<file path="src/design/sstc_pkg.sv">
// constants, offsets and types shared by the supply and tick control block
package sstc_pkg;
   localparam int unsigned CLK_MHZ        = 200;
   localparam int unsigned SLOW_PERIOD_US = 1000;
   localparam int unsigned SLOW_CYCLES    = SLOW_PERIOD_US * CLK_MHZ;
   localparam int unsigned FAST_BASE_MHZ  = 8;
   localparam int unsigned FAST_CYCLES    = CLK_MHZ / FAST_BASE_MHZ;
   localparam int unsigned ADDR_W         = 8;
   localparam int unsigned CMP_W          = 7;
   localparam int unsigned KEY_W          = 4;
   // register byte addresses
   localparam logic [7:0] OFS_PWR1 = 8'h00;
   localparam logic [7:0] OFS_PWR3 = 8'h04;
   localparam logic [7:0] OFS_TICK = 8'h08;
   localparam logic [7:0] OFS_OPT1 = 8'h0C;
   localparam logic [7:0] OFS_CLK  = 8'h10;
   localparam logic [7:0] OFS_MODE = 8'h14;
   localparam logic [7:0] OFS_STAT = 8'h18;
   // power_control_one fields
   localparam int unsigned P1_EN = 0, P1_RST = 1, P1_IRQ = 2, P1_KEEP = 3, P1_ACK = 6, P1_FLAG = 7;
   // power_control_three fields
   localparam int unsigned P3_DLVL = 0, P3_WLVL = 1, P3_WACK = 5, P3_WFLAG = 7;
   // tick_status_control fields
   localparam int unsigned TK_FLAG = 7, TK_ACK = 6, TK_CLKS = 5, TK_IE = 4;
   // system_options_one fields
   localparam int unsigned O1_TRE = 0, O1_TRH = 1;
   // mode register fields
   localparam int unsigned MD_REFUSED = 3;
   // reset_source_status fields
   localparam int unsigned ST_POR = 7, ST_LVD = 1;
   // comparator vector positions
   localparam int unsigned C_POR = 0, C_DHI = 1, C_DLO = 2, C_WHI = 3, C_WLO = 4, C_TLO = 5, C_THI = 6;
   localparam logic [1:0] REQ_LIGHT = 2'h1;
   localparam logic [1:0] REQ_DEEP  = 2'h2;
   localparam logic [1:0] DIV_RST   = 2'h0;
   typedef enum logic [2:0] {
      MODE_RUN   = 3'h1,
      MODE_LIGHT = 3'h2,
      MODE_DEEP  = 3'h4
   } sstc_mode_t;
endpackage

</file>
<file path="src/design/sstc_tick_if.sv">
// carrier between the control registers and the periodic tick timer
`timescale 1ns/1ps
`default_nettype none
interface sstc_tick_if;
   logic [2:0] periodSel;
   logic       clkSel;
   logic       runMode;
   logic [1:0] divSel;
   logic       tickEvent;
   modport ctrl  (output periodSel, clkSel, runMode, divSel, input tickEvent);
   modport timer (input periodSel, clkSel, runMode, divSel, output tickEvent);
endinterface // sstc_tick_if
`default_nettype wire

</file>
<file path="src/design/sstc_sync2.sv">
// two-flop synchroniser for the analog comparator outputs
`timescale 1ns/1ps
`default_nettype none
module sstc_sync2 #(
   parameter int unsigned W = 1
) (
   input  wire logic         ref_clk,
   input  wire logic         nrst,
   input  wire logic [W-1:0] d,
   output var  logic [W-1:0] q
);
   logic [W-1:0] meta;
   for (genvar i = 0; i < W; i++) begin : g_bit
      always_ff @(posedge ref_clk or negedge nrst) begin
         if (!nrst) begin
            meta[i] <= 1'b0;
            q[i]    <= 1'b0;
         end else begin
            meta[i] <= d[i];
            q[i]    <= meta[i];
         end
      end
   end
endmodule // sstc_sync2
`default_nettype wire

</file>
<file path="src/design/sstc_tick.sv">
// periodic tick timer with slow and fast source prescalers
`timescale 1ns/1ps
`default_nettype none
module sstc_tick
   import sstc_pkg::*;
#(
   parameter int unsigned SLOW_DIV = SLOW_CYCLES
) (
   input  wire logic ref_clk,
   input  wire logic nrst,
   sstc_tick_if.timer tk
);
   logic [17:0] slowCnt;
   logic [7:0]  fastCnt;
   logic [7:0]  perCnt;
   logic        evt;
   // free running, nothing in software can stop the slow prescaler
   wire slowTick = (slowCnt == 18'(SLOW_DIV - 1));
   wire [7:0] fastLast = 8'((FAST_CYCLES << tk.divSel) - 1);
   wire fastTick = (fastCnt == fastLast);
   // fast prescaler runs freely; its ticks reach the period counter only while running
   wire srcTick = tk.clkSel ? (fastTick & tk.runMode) : slowTick;
   wire [7:0] perLast = 8'((9'h001 << tk.periodSel) - 9'h001);
   wire hit = srcTick && (tk.periodSel != 3'h0) && (perCnt == perLast);
   assign tk.tickEvent = evt;
   always_ff @(posedge ref_clk or negedge nrst) begin
      if (!nrst) begin
         slowCnt <= 18'h0_0000;
         fastCnt <= 8'h00;
         perCnt  <= 8'h00;
         evt     <= 1'b0;
      end else begin
         slowCnt <= slowTick ? 18'h0_0000 : slowCnt + 18'h0_0001;
         fastCnt <= fastTick ? 8'h00 : fastCnt + 8'h01;
         evt     <= hit;
         if (tk.periodSel == 3'h0 || hit) begin
            perCnt <= 8'h00;
         end else if (srcTick) begin
            perCnt <= perCnt + 8'h01;
         end
      end
   end
endmodule // sstc_tick
`default_nettype wire

</file>
<file path="src/design/sstc_top.sv">
// supply monitor, reset hold, clock select, wake and periodic tick control
//
// Operation
// - detector runs only when enabled; level select picks high or low trip
// - entering any stop mode turns the detector off unless stop-keep set
// - stop-keep and enable both set refuse entry to deepest stop
// - power-up holds reset until supply above level, then marks por and low-voltage
// - with reset enable, low supply holds reset until recovery, marks low-voltage
// - with interrupt enable and no reset enable, low supply sets flag and interrupt
// - warning flag sets below warning level; clear ignored while still below
// - software writes one to warning clear; flag clears if supply allows
// - warning raises no interrupt; its level comes from a select bit
// - two-bit bus divider select, cleared by any reset
// - key inputs 0 to 3 on port a pins 0 to 3 wake the core
// - tick clocked by slow oscillator or, in run, fast source; interrupt in run, wakeup from low power
// - slow oscillator always runs; no software control stops it
// - tick flag bit 7 sets on tick in run or light stop; zero write ignored
// - writing one to acknowledge bit 6 clears tick flag; zero ignored
// - tick flag cleared by any reset and deepest stop exit
// - tick acknowledge bit reads zero and has no reset state
// - bit 5 selects slow or fast tick source; fast only in run
// - bit 4 enables tick interrupts; cleared by reset
// - period field 000 stops tick; 001 to 111 give 2 to 128 ms
// - in deepest stop a thermal return to normal wakes and resets
// - thermal wake armed by enable bit; polarity bit picks low or high condition
`timescale 1ns/1ps
`default_nettype none
module sstc_top #(
   parameter int unsigned SLOW_DIV = sstc_pkg::SLOW_CYCLES
) (
   input  wire logic                        ref_clk,
   input  wire logic                        nrst,
   input  wire logic                        psel,
   input  wire logic                        penable,
   input  wire logic                        pwrite,
   input  wire logic [sstc_pkg::ADDR_W-1:0] paddr,
   input  wire logic [31:0]                 pwdata,
   output var  logic [31:0]                 prdata,
   output var  logic                        pready,
   output var  logic                        pslverr,
   input  wire logic [sstc_pkg::CMP_W-1:0]  analogCmp,
   input  wire logic [sstc_pkg::KEY_W-1:0]  keyWakeInput,
   output var  logic                        chipReset,
   output var  logic                        supplyIrq,
   output var  logic                        tickIrq,
   output var  logic                        wakeup,
   output var  logic [2:0]                  powerMode,
   output var  logic [1:0]                  busDividerSelect,
   output var  logic                        detectorOn,
   output var  logic                        slowOscOn
);
   import sstc_pkg::*;

   function automatic logic selLevel(input logic hi, input logic lo, input logic sel);
      selLevel = sel ? hi : lo;
   endfunction

   sstc_mode_t mode;
   sstc_mode_t next_mode;
   logic [CMP_W-1:0] cmp;
   logic detEn, detRstEn, detIrqEn, stopKeep, detLvlSel, warnLvlSel;
   logic tickClkSel, tickIrqEn, thermEn, thermPol;
   logic [2:0] tickPer;
   logic [1:0] busDiv;
   logic detFlag, warnFlag, tickFlag, porStat, lvdStat, refused;
   logic holdReset, causePor, causeSupply, tempPrev;

   // comparators are asynchronous to ref_clk
   sstc_sync2 #(.W(CMP_W)) i_sstc_sync2 (
      .ref_clk (ref_clk),
      .nrst    (nrst),
      .d       (analogCmp),
      .q       (cmp)
   );

   sstc_tick_if tk ();
   assign tk.periodSel = tickPer;
   assign tk.clkSel    = tickClkSel;
   assign tk.runMode   = (mode == MODE_RUN);
   assign tk.divSel    = busDiv;

   sstc_tick #(.SLOW_DIV(SLOW_DIV)) i_sstc_tick (
      .ref_clk (ref_clk),
      .nrst    (nrst),
      .tk      (tk.timer)
   );

   // bus decode
   wire [7:0] w8    = pwdata[7:0];
   wire setupDone   = psel & penable & ~pready;
   wire apbAcc      = psel & penable & pready;
   wire wrEn        = apbAcc & pwrite;
   wire hitPwr1     = (paddr == OFS_PWR1);
   wire hitPwr3     = (paddr == OFS_PWR3);
   wire hitTick     = (paddr == OFS_TICK);
   wire hitOpt1     = (paddr == OFS_OPT1);
   wire hitClk      = (paddr == OFS_CLK);
   wire hitMode     = (paddr == OFS_MODE);
   wire hitStat     = (paddr == OFS_STAT);
   wire mapped      = hitPwr1 | hitPwr3 | hitTick | hitOpt1 | hitClk | hitMode | hitStat;
   wire wrPwr1      = wrEn & hitPwr1;
   wire wrPwr3      = wrEn & hitPwr3;
   wire wrTick      = wrEn & hitTick;
   wire wrMode      = wrEn & hitMode;

   wire [7:0] rdPwr1 = {detFlag, 3'h0, stopKeep, detIrqEn, detRstEn, detEn};
   wire [7:0] rdPwr3 = {warnFlag, 5'h00, warnLvlSel, detLvlSel};
   // acknowledge bit is not stored, so it always reads zero
   wire [7:0] rdTick = {tickFlag, 1'b0, tickClkSel, tickIrqEn, 1'b0, tickPer};
   wire [7:0] rdOpt1 = {6'h00, thermPol, thermEn};
   wire [7:0] rdMode = {4'h0, refused, mode};
   wire [7:0] rdStat = {porStat, 5'h00, lvdStat, 1'b0};
   wire [7:0] rdMux  = hitPwr1 ? rdPwr1 :
                       hitPwr3 ? rdPwr3 :
                       hitTick ? rdTick :
                       hitOpt1 ? rdOpt1 :
                       hitClk  ? {6'h00, busDiv} :
                       hitMode ? rdMode :
                       hitStat ? rdStat : 8'h00;

   // supply detector
   wire belowDet  = selLevel(cmp[C_DHI], cmp[C_DLO], detLvlSel);
   wire belowWarn = selLevel(cmp[C_WHI], cmp[C_WLO], warnLvlSel);
   wire porNow    = cmp[C_POR];
   wire detActive = detEn & ((mode == MODE_RUN) | stopKeep);
   wire lvdTrip   = detActive & detRstEn & belowDet;
   wire detEvent  = detActive & detIrqEn & ~detRstEn & belowDet;
   // warning has no interrupt path at all
   wire warnEvent = detActive & belowWarn;

   // thermal restart watches the return from the selected extreme
   wire tempSel   = selLevel(cmp[C_THI], cmp[C_TLO], thermPol);
   wire thermTrip = thermEn & tempPrev & ~tempSel;

   // wake sources
   wire keyAny    = |keyWakeInput;
   wire tickEvt   = tk.tickEvent;
   wire lowPower  = (mode != MODE_RUN);
   wire wakeAny   = lowPower & (keyAny | tickEvt | ((mode == MODE_DEEP) & thermTrip));
   wire deepExit  = (mode == MODE_DEEP) & wakeAny;
   wire deepReq   = wrMode & (w8[1:0] == REQ_DEEP);
   wire refuseNow = deepReq & stopKeep & detEn & (mode == MODE_RUN);

   // reset hold: supply causes wait for recovery, a deep exit is one cycle
   wire supplyOk  = ~porNow & ~belowDet;
   wire relHold   = holdReset & (causeSupply ? supplyOk : 1'b1);
   wire enterHold = porNow | lvdTrip | deepExit;

   always_comb begin
      next_mode = mode;
      case (mode)
         MODE_RUN: begin
            if (wrMode && w8[1:0] == REQ_LIGHT) begin
               next_mode = MODE_LIGHT;
            end else if (deepReq && !refuseNow) begin
               next_mode = MODE_DEEP;
            end
         end
         MODE_LIGHT: begin
            if (wakeAny) begin
               next_mode = MODE_RUN;
            end
         end
         MODE_DEEP: begin
            if (wakeAny) begin
               next_mode = MODE_RUN;
            end
         end
         default: begin
            next_mode = MODE_RUN;
         end
      endcase
      if (holdReset) begin
         next_mode = MODE_RUN;
      end
   end

   always_ff @(posedge ref_clk or negedge nrst) begin
      if (!nrst) begin
         mode <= MODE_RUN;
      end else begin
         mode <= next_mode;
      end
   end

   // bus slave answers one cycle into the access phase
   always_ff @(posedge ref_clk or negedge nrst) begin
      if (!nrst) begin
         pready  <= 1'b0;
         prdata  <= 32'h0000_0000;
         pslverr <= 1'b0;
      end else begin
         pready <= setupDone;
         if (setupDone) begin
            prdata  <= {24'h00_0000, rdMux};
            pslverr <= ~mapped;
         end
      end
   end

   // reset hold; after nrst it behaves as a power-on hold
   always_ff @(posedge ref_clk or negedge nrst) begin
      if (!nrst) begin
         holdReset   <= 1'b1;
         causePor    <= 1'b1;
         causeSupply <= 1'b1;
         porStat     <= 1'b0;
         lvdStat     <= 1'b0;
      end else if (enterHold) begin
         holdReset   <= 1'b1;
         causePor    <= causePor | porNow;
         causeSupply <= causeSupply | porNow | lvdTrip;
      end else if (relHold) begin
         holdReset   <= 1'b0;
         porStat     <= causePor;
         lvdStat     <= causeSupply;
         causePor    <= 1'b0;
         causeSupply <= 1'b0;
      end
   end

   // control bits; the reset hold clears them like any core reset
   always_ff @(posedge ref_clk or negedge nrst) begin
      if (!nrst) begin
         {detEn, detRstEn, detIrqEn, stopKeep} <= 4'h0;
         {detLvlSel, warnLvlSel} <= 2'h0;
         {tickClkSel, tickIrqEn, tickPer} <= 5'h00;
         {thermEn, thermPol} <= 2'h0;
         busDiv <= DIV_RST;
      end else if (holdReset) begin
         {detEn, detRstEn, detIrqEn, stopKeep} <= 4'h0;
         {detLvlSel, warnLvlSel} <= 2'h0;
         {tickClkSel, tickIrqEn, tickPer} <= 5'h00;
         {thermEn, thermPol} <= 2'h0;
         busDiv <= DIV_RST;
      end else begin
         if (wrPwr1) begin
            {stopKeep, detIrqEn, detRstEn, detEn} <= {w8[P1_KEEP], w8[P1_IRQ], w8[P1_RST], w8[P1_EN]};
         end
         if (wrPwr3) begin
            {warnLvlSel, detLvlSel} <= {w8[P3_WLVL], w8[P3_DLVL]};
         end
         if (wrTick) begin
            tickClkSel <= w8[TK_CLKS];
            tickIrqEn  <= w8[TK_IE];
            tickPer    <= w8[2:0];
         end
         if (wrEn && hitOpt1) begin
            {thermPol, thermEn} <= {w8[O1_TRH], w8[O1_TRE]};
         end
         if (wrEn && hitClk) begin
            busDiv <= w8[1:0];
         end
      end
   end

   // sticky flags: hardware set wins over a software clear
   always_ff @(posedge ref_clk or negedge nrst) begin
      if (!nrst) begin
         detFlag  <= 1'b0;
         warnFlag <= 1'b0;
         tickFlag <= 1'b0;
         refused  <= 1'b0;
      end else if (holdReset) begin
         detFlag  <= 1'b0;
         warnFlag <= 1'b0;
         tickFlag <= 1'b0;
         refused  <= 1'b0;
      end else begin
         if (detEvent) begin
            detFlag <= 1'b1;
         end else if (wrPwr1 && w8[P1_ACK]) begin
            detFlag <= 1'b0;
         end
         // a clear while still below the level is ignored
         if (warnEvent) begin
            warnFlag <= 1'b1;
         end else if (wrPwr3 && w8[P3_WACK] && !belowWarn) begin
            warnFlag <= 1'b0;
         end
         if (deepExit) begin
            tickFlag <= 1'b0;
         end else if (tickEvt && (mode == MODE_RUN || mode == MODE_LIGHT)) begin
            tickFlag <= 1'b1;
         end else if (wrTick && w8[TK_ACK]) begin
            tickFlag <= 1'b0;
         end
         if (refuseNow) begin
            refused <= 1'b1;
         end else if (wrMode) begin
            refused <= 1'b0;
         end
      end
   end

   // registered outputs
   always_ff @(posedge ref_clk or negedge nrst) begin
      if (!nrst) begin
         supplyIrq  <= 1'b0;
         tickIrq    <= 1'b0;
         wakeup     <= 1'b0;
         detectorOn <= 1'b0;
         slowOscOn  <= 1'b0;
         tempPrev   <= 1'b0;
      end else begin
         supplyIrq  <= detFlag & detIrqEn;
         tickIrq    <= tickFlag & tickIrqEn;
         wakeup     <= wakeAny;
         detectorOn <= detActive;
         slowOscOn  <= 1'b1;
         tempPrev   <= tempSel;
      end
   end

   assign chipReset        = holdReset;
   assign powerMode        = mode;
   assign busDividerSelect = busDiv;
endmodule // sstc_top
`default_nettype wire

</file>
<file path="config.mk">
export PLATFORM = sky130hd
export DESIGN_NAME = sstc_top
export DESIGN_NICKNAME = d
export VERILOG_FILES = /design/src/design/sstc_pkg.sv /design/src/design/sstc_tick_if.sv /design/src/design/sstc_sync2.sv /design/src/design/sstc_tick.sv /design/src/design/sstc_top.sv
export SDC_FILE = /design/constraint.sdc
export NUM_CORES = 1
export LEC_CHECK = 0
export ABC_AREA = 1
export BUFFER_PORTS_ARGS = -buffer_cell sky130_fd_sc_hd__buf_2
export CAP_MARGIN = 10
export CORE_ASPECT_RATIO = 1.4
export CORE_MARGIN = 2
export CORE_UTILIZATION = 55
export DETAILED_ROUTE_END_ITERATION = 8
export PLACE_DENSITY_LB_ADDON = 0.1
export RECOVER_POWER = 100
export REMOVE_ABC_BUFFERS = 1
export SYNTH_ARGS = -nofsm -noshare
export SYNTH_HDL_FRONTEND = slang
export SYNTH_SLANG_ARGS = --single-unit
</file>
<file path="constraint.sdc">
create_clock -name ref_clk -period 3.87 [get_ports ref_clk]
set_input_delay 0.1935 -clock ref_clk [delete_from_list [all_inputs] [get_ports ref_clk]]
set_output_delay 0.1935 -clock ref_clk [all_outputs]
set_load 0.1 [all_outputs]
</file>
==> flow_summary.toml, run 1 <==
[run_status]
status = "complete, no violations"

[final_layout]
final_area_sq_mm = 0.00548
n_fill_cell = 841
fin_util = 0.613
nets = 742
area_delta_synth_final_pct = 9.67
diodes = 0
drive_above_1_share = 0.121
final_cells = 792

[placed_design]
placed_area_sq_mm = 0.00525
place.gp.congestion = 0.910
dp_hpwl_um = 7830
dp_slack_ns = 1.76
io_buffers = 50
dp.cells = 768

[job]
max_cap_viol_count = 0

[setup_path]
startpoint_type = "flip-flop"
cp_data_arrival_time_ns = 2.83
r2r_slack_ns = 1.26
rr_worst_depth = 11
worstPathMaxFanout = 19
crit_type = "flip-flop to flip-flop"
reg2reg_to = "i_sstc_tick.perCnt[6]"
worstPathRequired_ns = 4.09
r2r_start = "tickPer[1]"
end_kind = "flip-flop"

[sta]
fin_crit_ns = 2.61
clock_skew_ns = 0.00810
hold_viol = 0
min_period_over_period = 0.673
drv_slew = 0
fin_ws_ns = 1.26
worst_pin_slew_ns = 1.46
timing.slew.headroom = 0.0289
final-setup-viol-count = 0
whs_ns = 0.0953
rsz0062_at_grt = "no"
finalSetupTns_ns = 0
maxClockFrequency_mhz = 384

[cts]
cts-root-buf = "clkbuf_16"
path_clk_slew_ns = 0.07
clock_sinks = 91
ctsLongestPathBuffers = 2
clk_latency_ns = 0.34
post_cts_buffers = 0
cts-buffers-inserted = 9
htreeDepth = 3
cts-resized-gates = 0
cts_tree = "built"

[drt]
firstDrtPassIters = 5
wl_per_cell_um = 13.2
drc = 0
totalWireLength_um = 10500
routed-via-count = 4078
ant_nets = 0
drtIter0Drc = 266
vias_per_cell = 5.15

[global_route]
grt_use_total = 0.222
antenna_found_initial = 0
grt_pass1_wl_um = 17300
first_global_vias = 3781
gr-total-overflow = 0
grt_max_degree = 58

[die]
rows = 41
initial_core_util = 0.559
die_x_um = 84.5
io_pins = 101
core_area_sq_mm = 0.00893
fp.dieArea_sq_mm = 0.00987
die_h_um = 117

[synthesis]
ys_seq_area_frac = 0.457
async_flop_share = 1.00
ys.flop_type = "dfrtp_1"
syn_avg_cell_area_sq_um = 8.08
syn-instance-count = 618
synth_area_sq_mm = 0.00499
ys_warn_count = 0
ys_types = 45
synth_enable_flop_cells = 0
synth_seq_cells = 91

[hold_path]
worstHoldEndpoint = "tickIrqEn"
hold_path_depth = 3
hp-class = "input port to flip-flop"
hp-start = "pwdata[4]"

[pwr]
vdd_drop_max_uv = 338
power_density_mw_per_mm2 = 451
power_leakage_nw = 2.78
finalPower_mw = 2.47
[report_power, final]
group | leakage (nW) | internal (mW) | switching, mW
clock network | 0.137 | 0.451 | 0.395
registers | 1.18 | 1.02 | 0.0662
logic | 1.47 | 0.123 | 0.409
[what timing repair did]
action | 4_1_cts | 5_1_grt
hold endpoints to repair | 63 | 0
endpoints found under the setup margin | 0 | 0
hold buffers | 8 | 0
[synthesized netlist by cell type (2+ instances only)]
library cell | n | area share
o21ai_1 | 7 | 0.0070
buf_4 | 26 | 0.039
o21a_1 | 2 | 0.0030
nand4_1 | 12 | 0.015
xor2_1 | 16 | 0.028
nor3_1 | 16 | 0.016
nand2_4 | 2 | 0.0045
nor3_2 | 3 | 0.0060
dfrtp_1 | 87 | 0.44
inv_4 | 2 | 0.0025
ha_1 | 6 | 0.015
nand3_2 | 4 | 0.0080
nor4_2 | 2 | 0.0050
or2_2 | 4 | 0.0050
o31ai_1 | 2 | 0.0030
nor2_2 | 10 | 0.013
inv_1 | 80 | 0.060
nor2_4 | 5 | 0.011
nand3b_1 | 5 | 0.0075
nand3_4 | 2 | 0.0070
buf_2 | 2 | 0.0020
inv_2 | 5 | 0.0038
dfstp_2 | 4 | 0.021
o21ai_0 | 21 | 0.021
nor3b_1 | 5 | 0.0075
nor2_1 | 50 | 0.038
nand2_2 | 7 | 0.0088
clkbuf_1 | 3 | 0.0023
conb_1 | 2 | 0.0015
a21oi_1 | 16 | 0.016
nand3_1 | 53 | 0.053
nand2_1 | 143 | 0.11
and3_1 | 2 | 0.0025
[how the worst max path moves through the flow]
stage | cells past startpoint | endpoint | slack (ns) | start
5_1_grt | 11 | i_sstc_tick.perCnt[5] | 1.01 | tickPer[2]
6_report | 11 | i_sstc_tick.perCnt[6] | 1.26 | tickPer[1]
3_5_place_dp | 11 | i_sstc_tick.perCnt[6] | 1.76 | tickPer[1]
4_1_cts | 11 | i_sstc_tick.perCnt[6] | 1.75 | tickPer[1]
2_1_floorplan | 9 | i_sstc_tick.perCnt[2] | 1.69 | busDividerSelect[1]
3_3_place_gp | 11 | i_sstc_tick.perCnt[5] | 1.85 | tickPer[1]
[metal layers]
| metal | GRT usage | up-vias | share of wire |
|---|---|---|---|
| met1 | 0.267 | 1920 | 0.42 |
| met5 | 0 | - | 0 |
| met4 | 0.103 | 0 | 0.019 |
| met2 | 0.387 | 97 | 0.52 |
| li1 | - | 2047 | - |
| met3 | 0.0396 | 14 | 0.042 |
[layout make-up]
cell class	instances	area [sq um]	share of cell area
clock buffers	9	225	0.0411
clock inverters	7	63.8	0.0117
inverters	88	335	0.0612
multi-input cells	431	2120	0.388
flip-flops and latches	91	2280	0.417
well taps	107	134	0.0245
repair buffers	59	310	0.0567
[sequential cells by signal (all words and copies together) (netlist names), 2 cells and up]
signal,flops
powerMode,3
prdata,7
i_sstc_tick.perCnt,8
busDividerSelect,2
i_sstc_tick.slowCnt,18
tickPer,3
i_sstc_tick.fastCnt,8
i_sstc_sync2.meta,7
i_sstc_sync2.q,7
[logic make-up (layout without fill, tap and decap cells)]
family | Yosys count | after routing | share of synthesized area
other cells | 2 | 26 | 0.00150
fa+ha+maj | 6 | 6 | 0.0150
flops | 91 | 91 | 0.457
mux | 1 | 1 | 0.00226
xor+xnor | 17 | 17 | 0.0298
buf+inv | 120 | 163 | 0.113
simple gates | 328 | 328 | 0.322
compound gates | 53 | 53 | 0.0594
[worst max-delay path, stage by stage, from the launching register on]
cell	delay, ns
dfrtp_1	0.49
nor2_1	0.19
nand2_1	0.38
ha_1	0.44
xnor2_1	0.20
inv_1	0.06
nand2_1	0.05
nand2_1	0.06
nor2_2	0.09
nand3_1	0.27
nand4_1	0.17
nand2_1	0.07
[placed cells by master (no fill, tap or decap), types with 3 or more instances in the layout]
cell and n:
conb_1 26, a21oi_1 16, or2_2 4, inv_6 3, inv_1 80, dlygate4sd3_1 8, nand2_2 5, nand3b_1 5
nor3_1 18, xor2_1 16, nor3b_1 5, dfrtp_1 87, clkbuf_16 9, clkbuf_1 20, ha_1 6, nand3_1 58
buf_2 29, o21ai_0 26, nor2_2 9, nand4_1 12, o21ai_1 3, inv_2 5, nor2_1 54, nand2_1 147
Power figures use the tool's default switching activity.
==> inputs of run 2 (changes only) <==
clock period = 2.7 ns   (was 3.87 ns; I/O delays follow)
==> run 2 against run 1 <==
Sequential power is 44% higher; first-iteration DRC count shrank 0.75%; final cell count increased by 0.13%; clock skew fell by 0.0022 ns; non-clock buffer count is 1 higher; utilization up 0.22 points; sequential share of layout area fell by 0.15 points.
==> flow_summary.toml, run 2 (synthesis gave the netlist of run 1 again) <==
[die]
io_pins = 101
die_h_um = 117
initial_core_util = 0.559
fp.dieArea_sq_mm = 0.00987
core_area_sq_mm = 0.00893
rows = 41
die_x_um = 84.5

[final_layout]
largest_register = "i_sstc_tick.slowCnt"
reg_top3 = "i_sstc_tick.slowCnt x18, i_sstc_tick.fastCnt x8, i_sstc_tick.perCnt x8"
final_cells = 793
diodes = 0
drive_above_1_share = 0.127
final_common_cell = "nand2_1"
final_area_sq_mm = 0.00550
largest_reg_flops = 18
area_delta_synth_final_pct = 10.1
nets = 743
layout_common_cells = "nand2_1, dfrtp_1, inv_1"

[setup_path]
startpoint_type = "flip-flop"
worstPathMaxFanout = 12
cpMaxStageDelayCell = "clkbuf_1"
crit_type = "flip-flop to primary output"
cp_slowest_stage_delay_ns = 0.91
rr_worst_depth = 11
r2r_slack_ns = 0.51
end_kind = "primary output"
path_delay_family = "buffers and inverters"
crit_buf_inv = 1
cp_cell_sequence = "clkbuf_1"
reg2reg_to = "i_sstc_tick.perCnt[4]"
r2r_start = "tickPer[1]"
cp_data_arrival_time_ns = 2.06
worstPathRequired_ns = 2.57

[placed_design]
dp.cells = 769
placed_area_sq_mm = 0.00526
dp_hpwl_um = 8060
place.gp.congestion = 0.905
io_buffers = 50

[cts]
htreeDepth = 3
path_clk_slew_ns = 0.07
ctsLongestPathBuffers = 2
cts-buffers-inserted = 9
cts_tree = "built"
clock_sinks = 91
clk_latency_ns = 0.34
cts-root-buf = "clkbuf_16"
cts-resized-gates = 0

[pwr]
clockPowerShare = 0.337
p_int_mw = 2.29
seqPwrFrac = 0.443
power_leakage_nw = 2.80
vdd_drop_max_uv = 441
power_density_mw_per_mm2 = 643
switchingPower_mw = 1.24
combPwrFrac = 0.219
swShare = 0.352

[sta]
min_period_over_period = 0.812
final-setup-viol-count = 0
finalSetupTns_ns = 0
drv_slew = 0
clock_skew_ns = 0.00593
whs_ns = 0.0424
rsz0062_at_grt = "no"
worst_pin_slew_ns = 1.25
timing.slew.headroom = 0.167
hold_viol = 0
maxClockFrequency_mhz = 456
fin_crit_ns = 2.19

[hold_path]
hp-start = "pwdata[4]"
hp-class = "input port to flip-flop"
worstHoldEndpoint = "tickIrqEn"
hold_path_depth = 3

[global_route]
antenna_found_initial = 0
first_global_vias = 3884
grt_pass1_wl_um = 17500
grt_use_total = 0.223
grt_busiest_layer = "met2"
gr-total-overflow = 0
grtUsageMet1 = 0.275
grt_max_degree = 51
grt_use_met3 = 0.0396
grtUsageMet2 = 0.380

[drt]
routed-via-count = 4088
ant_nets = 0
vias_per_cell = 5.16
firstDrtPassIters = 4
drc = 0
totalWireLength_um = 10700
drtIter0Drc = 264
wl_per_cell_um = 13.5

[run_status]
status = "complete, no violations"

[job]
max_cap_viol_count = 0
-- run 2: cell count changes in the layout (fill, tap and decap cells not counted), sizes merged --
cell / previous run / this run
clkinv: 1 / 4
inv: 92 / 90
clkbuf: 31 / 32
clkinvlp: 2 / 1
-- run 2: repair_timing --
item	4_1_cts	5_1_grt
setup buffers	0	0
endpoints found under the hold margin	51	0
hold buffers	8	0
-- run 2: per-layer routing --
| layer | wire [um] | vias to the layer above |
|---|---|---|
| met2 | 5520 | 94 |
| li1 | - | 2048 |
| met4 | 310 | 0 |
| met1 | 4450 | 1924 |
| met5 | 0 | - |
| met3 | 404 | 22 |
-- run 2: worst max path at each step --
stage / from / endpoint / slack (ns) / cells after the start
floorplan: busDividerSelect[1] / i_sstc_tick.perCnt[2] / 0.52 / 9
global placement: tickPer[1] / i_sstc_tick.perCnt[6] / 0.68 / 11
detailed placement: tickPer[1] / i_sstc_tick.perCnt[4] / 0.63 / 11
CTS: tickPer[1] / i_sstc_tick.perCnt[4] / 0.61 / 11
global route: tickPer[2] / i_sstc_tick.perCnt[5] / 0.29 / 11
finish: chipReset / chipReset / 0.51 / 1
-- run 2: through the flow --
| stage | util | setup slack, ns | total power, mW |
|---|---|---|---|
| after floorplan | - | 0.517 | 2.20 |
| after global placement | 0.589 | 0.682 | 2.35 |
| after detailed placement | 0.589 | 0.633 | 2.38 |
| after CTS | 0.630 | 0.612 | 3.59 |
| after global routing | 0.616 | 0.291 | 3.71 |
| final | 0.616 | 0.508 | 3.53 |
-- run 2: worst min-delay path: stages --
cell and delay [ns]:
buf_2 0.08, nand3_1 0.07, nand2_1 0.06
-- run 2: power by group through the flow --
stage | logic [mW] | clock network, mW | registers, mW
after floorplan | 0.498 | 0 | 1.70
after global placement | 0.764 | 0 | 1.59
after detailed placement | 0.788 | 0 | 1.59
after CTS | 0.801 | 1.22 | 1.57
after global routing | 0.857 | 1.27 | 1.58
final | 0.775 | 1.19 | 1.57
-- run 2: final cells by class --
| cell class | instances | area (sq um) |
|---|---|---|
| well taps | 107 | 134 |
| inverters | 88 | 335 |
| flip-flops and latches | 91 | 2280 |
| clock inverters | 7 | 61.3 |
| clock buffers | 9 | 225 |
| fillers | 847 | 3430 |
| multi-input cells | 431 | 2140 |
| repair buffers | 60 | 315 |
==> inputs of run 3 (changes only) <==
ABC_AREA = 0   (was 1)
clock period = 2.2 ns   (was 2.7 ns; I/O delays follow)
==> run 3 against run 2 <==
Total power rose by 21%; sequential power increased by 18%; clock-buffer cell count stayed put; setup slack worse by 0.39 ns; combinational power decreased by 20%; critical path type is now flip-flop to flip-flop; largest power group unchanged.
==> flow_summary.toml, run 3 <==
[final_layout]
final_cells = 638
largest_reg_flops = 18
largest_register = "i_sstc_tick.slowCnt"
final_common_cell = "dfrtp_1"
fin_util = 0.671
drive_above_1_share = 0.172
reg_top3 = "i_sstc_tick.slowCnt x18, i_sstc_tick.fastCnt x8, i_sstc_tick.perCnt x8"
layout_common_cells = "dfrtp_1, nor2_1, nand2_1"
diodes = 0
nets = 593
final_area_sq_mm = 0.00547
area_delta_synth_final_pct = 18.4

[pwr]
combPwrFrac = 0.146
p_int_mw = 3.06
vdd_drop_max_uv = 527
clockPowerShare = 0.418
seqPwrFrac = 0.436
power_density_mw_per_mm2 = 781
swShare = 0.283
power_leakage_nw = 2.43
switchingPower_mw = 1.21

[hold_path]
hp-class = "input port to flip-flop"
worstHoldEndpoint = "stopKeep"
hp-start = "pwdata[3]"
hold_path_depth = 3

[cts]
cts-root-buf = "clkbuf_16"
clock_sinks = 91
htreeDepth = 3
cts-buffers-inserted = 9
cts_tree = "built"
ctsLongestPathBuffers = 2
path_clk_slew_ns = 0.07
clk_latency_ns = 0.35

[sta]
min_period_over_period = 0.944
timing.slew.headroom = 0.203
fin_crit_ns = 2.08
clock_skew_ns = 0.0105
hold_viol = 0
whs_ns = 0.00580
worst_pin_slew_ns = 1.20
drv_slew = 0
final-setup-viol-count = 0
maxClockFrequency_mhz = 481

[global_route]
grt_max_degree = 46
grt_pass1_wl_um = 16800
first_global_vias = 3616
grt_use_total = 0.242
antenna_found_initial = 0
gr-total-overflow = 0

[setup_path]
crit_buf_inv = 2
r2r_start = "i_sstc_tick.slowCnt[6]"
cp_cell_sequence = "nor4b_4 -> nand3_1 -> buf_4 -> o32a_2 -> a311oi_2 -> buf_4 -> a211oi_1"
rr_worst_depth = 7
worstPathRequired_ns = 2.42
crit_type = "flip-flop to flip-flop"
cp_data_arrival_time_ns = 2.29
cpMaxStageDelayCell = "dfrtp_1"
reg2reg_to = "i_sstc_tick.perCnt[6]"
end_kind = "flip-flop"
cp_common_cell = "buf_4"
worstPathMaxFanout = 8
path_delay_family = "compound AO/OA/AOI/OAI gates"
startpoint_type = "flip-flop"
r2r_slack_ns = 0.12
cp_slowest_stage_delay_ns = 0.47

[die]
die_h_um = 112
core_area_sq_mm = 0.00815
io_pins = 101
die_x_um = 81.4
rows = 39
initial_core_util = 0.567
fp.dieArea_sq_mm = 0.00915

[synthesis]
async_flop_share = 1.00
ys.flop_type = "dfrtp_1"
synthTopCellsByArea = "dfrtp_1, buf_4, nor2_1"
synth_top_area_frac = 0.472
synth_commonest_cells = "dfrtp_1, nor2_1, nand2_1, buf_4, o21ai_0"
synth_enable_flop_cells = 0
synth_seq_cells = 91
syn-instance-count = 453
synth_top_area_cell = "dfrtp_1"
synth_area_sq_mm = 0.00462
ys_seq_area_frac = 0.494
ys_warn_count = 0
ys_types = 64
syn_avg_cell_area_sq_um = 10.2
synth.most_common_cell = "dfrtp_1"

[drt]
wl_per_cell_um = 16.1
ant_nets = 0
totalWireLength_um = 10300
drtIter0Drc = 175
firstDrtPassIters = 4
routed-via-count = 3551
drc = 0
vias_per_cell = 5.57

[job]
max_cap_viol_count = 0

[run_status]
status = "complete, no violations"

[placed_design]
place.gp.congestion = 0.906
dp_hpwl_um = 7420
dp.cells = 611
placed_area_sq_mm = 0.00501
io_buffers = 50
==> run 3: changes by cell type after synthesis, sizes merged, moves of 8 or more <==
cell	change
inv	-71
or3	+8
mux2i	+16
nor2	-21
nand3	-38
xnor2	+10
a211oi	+9
nand2	-122
nor3	-13
==> run 3: worst max path at each step <==
stage                                      start               endpoint  slack [ns]  depth (start not counted)
after global routing                  tickPer[2]  i_sstc_tick.perCnt[2]      -0.006                          9
after global placement                tickPer[1]  i_sstc_tick.perCnt[7]         0.1                          9
final                     i_sstc_tick.slowCnt[6]  i_sstc_tick.perCnt[6]        0.12                          7
after detailed placement              tickPer[1]  i_sstc_tick.perCnt[7]       -0.03                          9
after CTS                             tickPer[1]  i_sstc_tick.perCnt[7]        0.02                          9
after floorplan              busDividerSelect[0]  i_sstc_tick.perCnt[4]       -0.45                          7
==> run 3: cell type report <==
type / instances / area (sq um)
multi-input cells: 329 / 2170
inverters: 16 / 60.1
clock buffers: 9 / 225
fillers: 675 / 2680
clock inverters: 7 / 124
repair buffers: 84 / 477
well taps: 102 / 128
flip-flops and latches: 91 / 2280
==> run 3: routing by layer <==
metal / share of wire / GRT usage
met2: 0.53 / 0.419
met1: 0.39 / 0.278
met3: 0.044 / 0.0514
met5: 0 / 0
met4: 0.032 / 0.115
==> run 3: kinds of logic (layout without fill, tap and decap cells) <==
family,count (synthesis),count (layout),share of synthesized area
other,2,26,0.00163
buffers and inverters,57,116,0.0691
AO/OA/AOI/OAI,77,77,0.114
AND/OR/NAND/NOR,171,171,0.203
XOR/XNOR,29,29,0.0550
adder cells (fa/ha/maj),6,6,0.0163
flip-flops,91,91,0.494
multiplexers,20,20,0.0469
==> run 3: per-stage QoR <==
step / setup slack (ns) / setup TNS, ns / power [mW]
floorplan: -0.454 / -3.62 / 2.32
global placement: 0.0958 / 0 / 2.49
detailed placement: -0.0308 / -0.0774 / 2.50
CTS: 0.0184 / 0 / 4.30
global route: -0.00621 / -0.0137 / 4.44
finish: 0.122 / 0 / 4.27
==> run 3: timing repair <==
item | CTS | global route
hold buffers | 8 | 0
pin swaps | 1 | 5
gates resized for setup | 2 | 11
buffers inserted | 0 | 3
endpoints found under the setup margin | 7 | 8
hold endpoints to repair | 51 | 0
==> run 3: worst register-to-register path: stages (launching register included) <==
cell	delay [ns]
dfrtp_1	0.47
nor4b_4	0.30
nand3_1	0.15
buf_4	0.18
o32a_2	0.38
a311oi_2	0.19
buf_4	0.22
a211oi_1	0.07
==> run 3: power by group through the flow <==
stage	clock (mW)	sequential, mW	combinational (mW)
2_1_floorplan	0	1.93	0.389
3_3_place_gp	0	1.89	0.608
3_5_place_dp	0	1.89	0.616
4_1_cts	1.81	1.86	0.629
5_1_grt	1.88	1.88	0.680
6_report	1.78	1.86	0.623
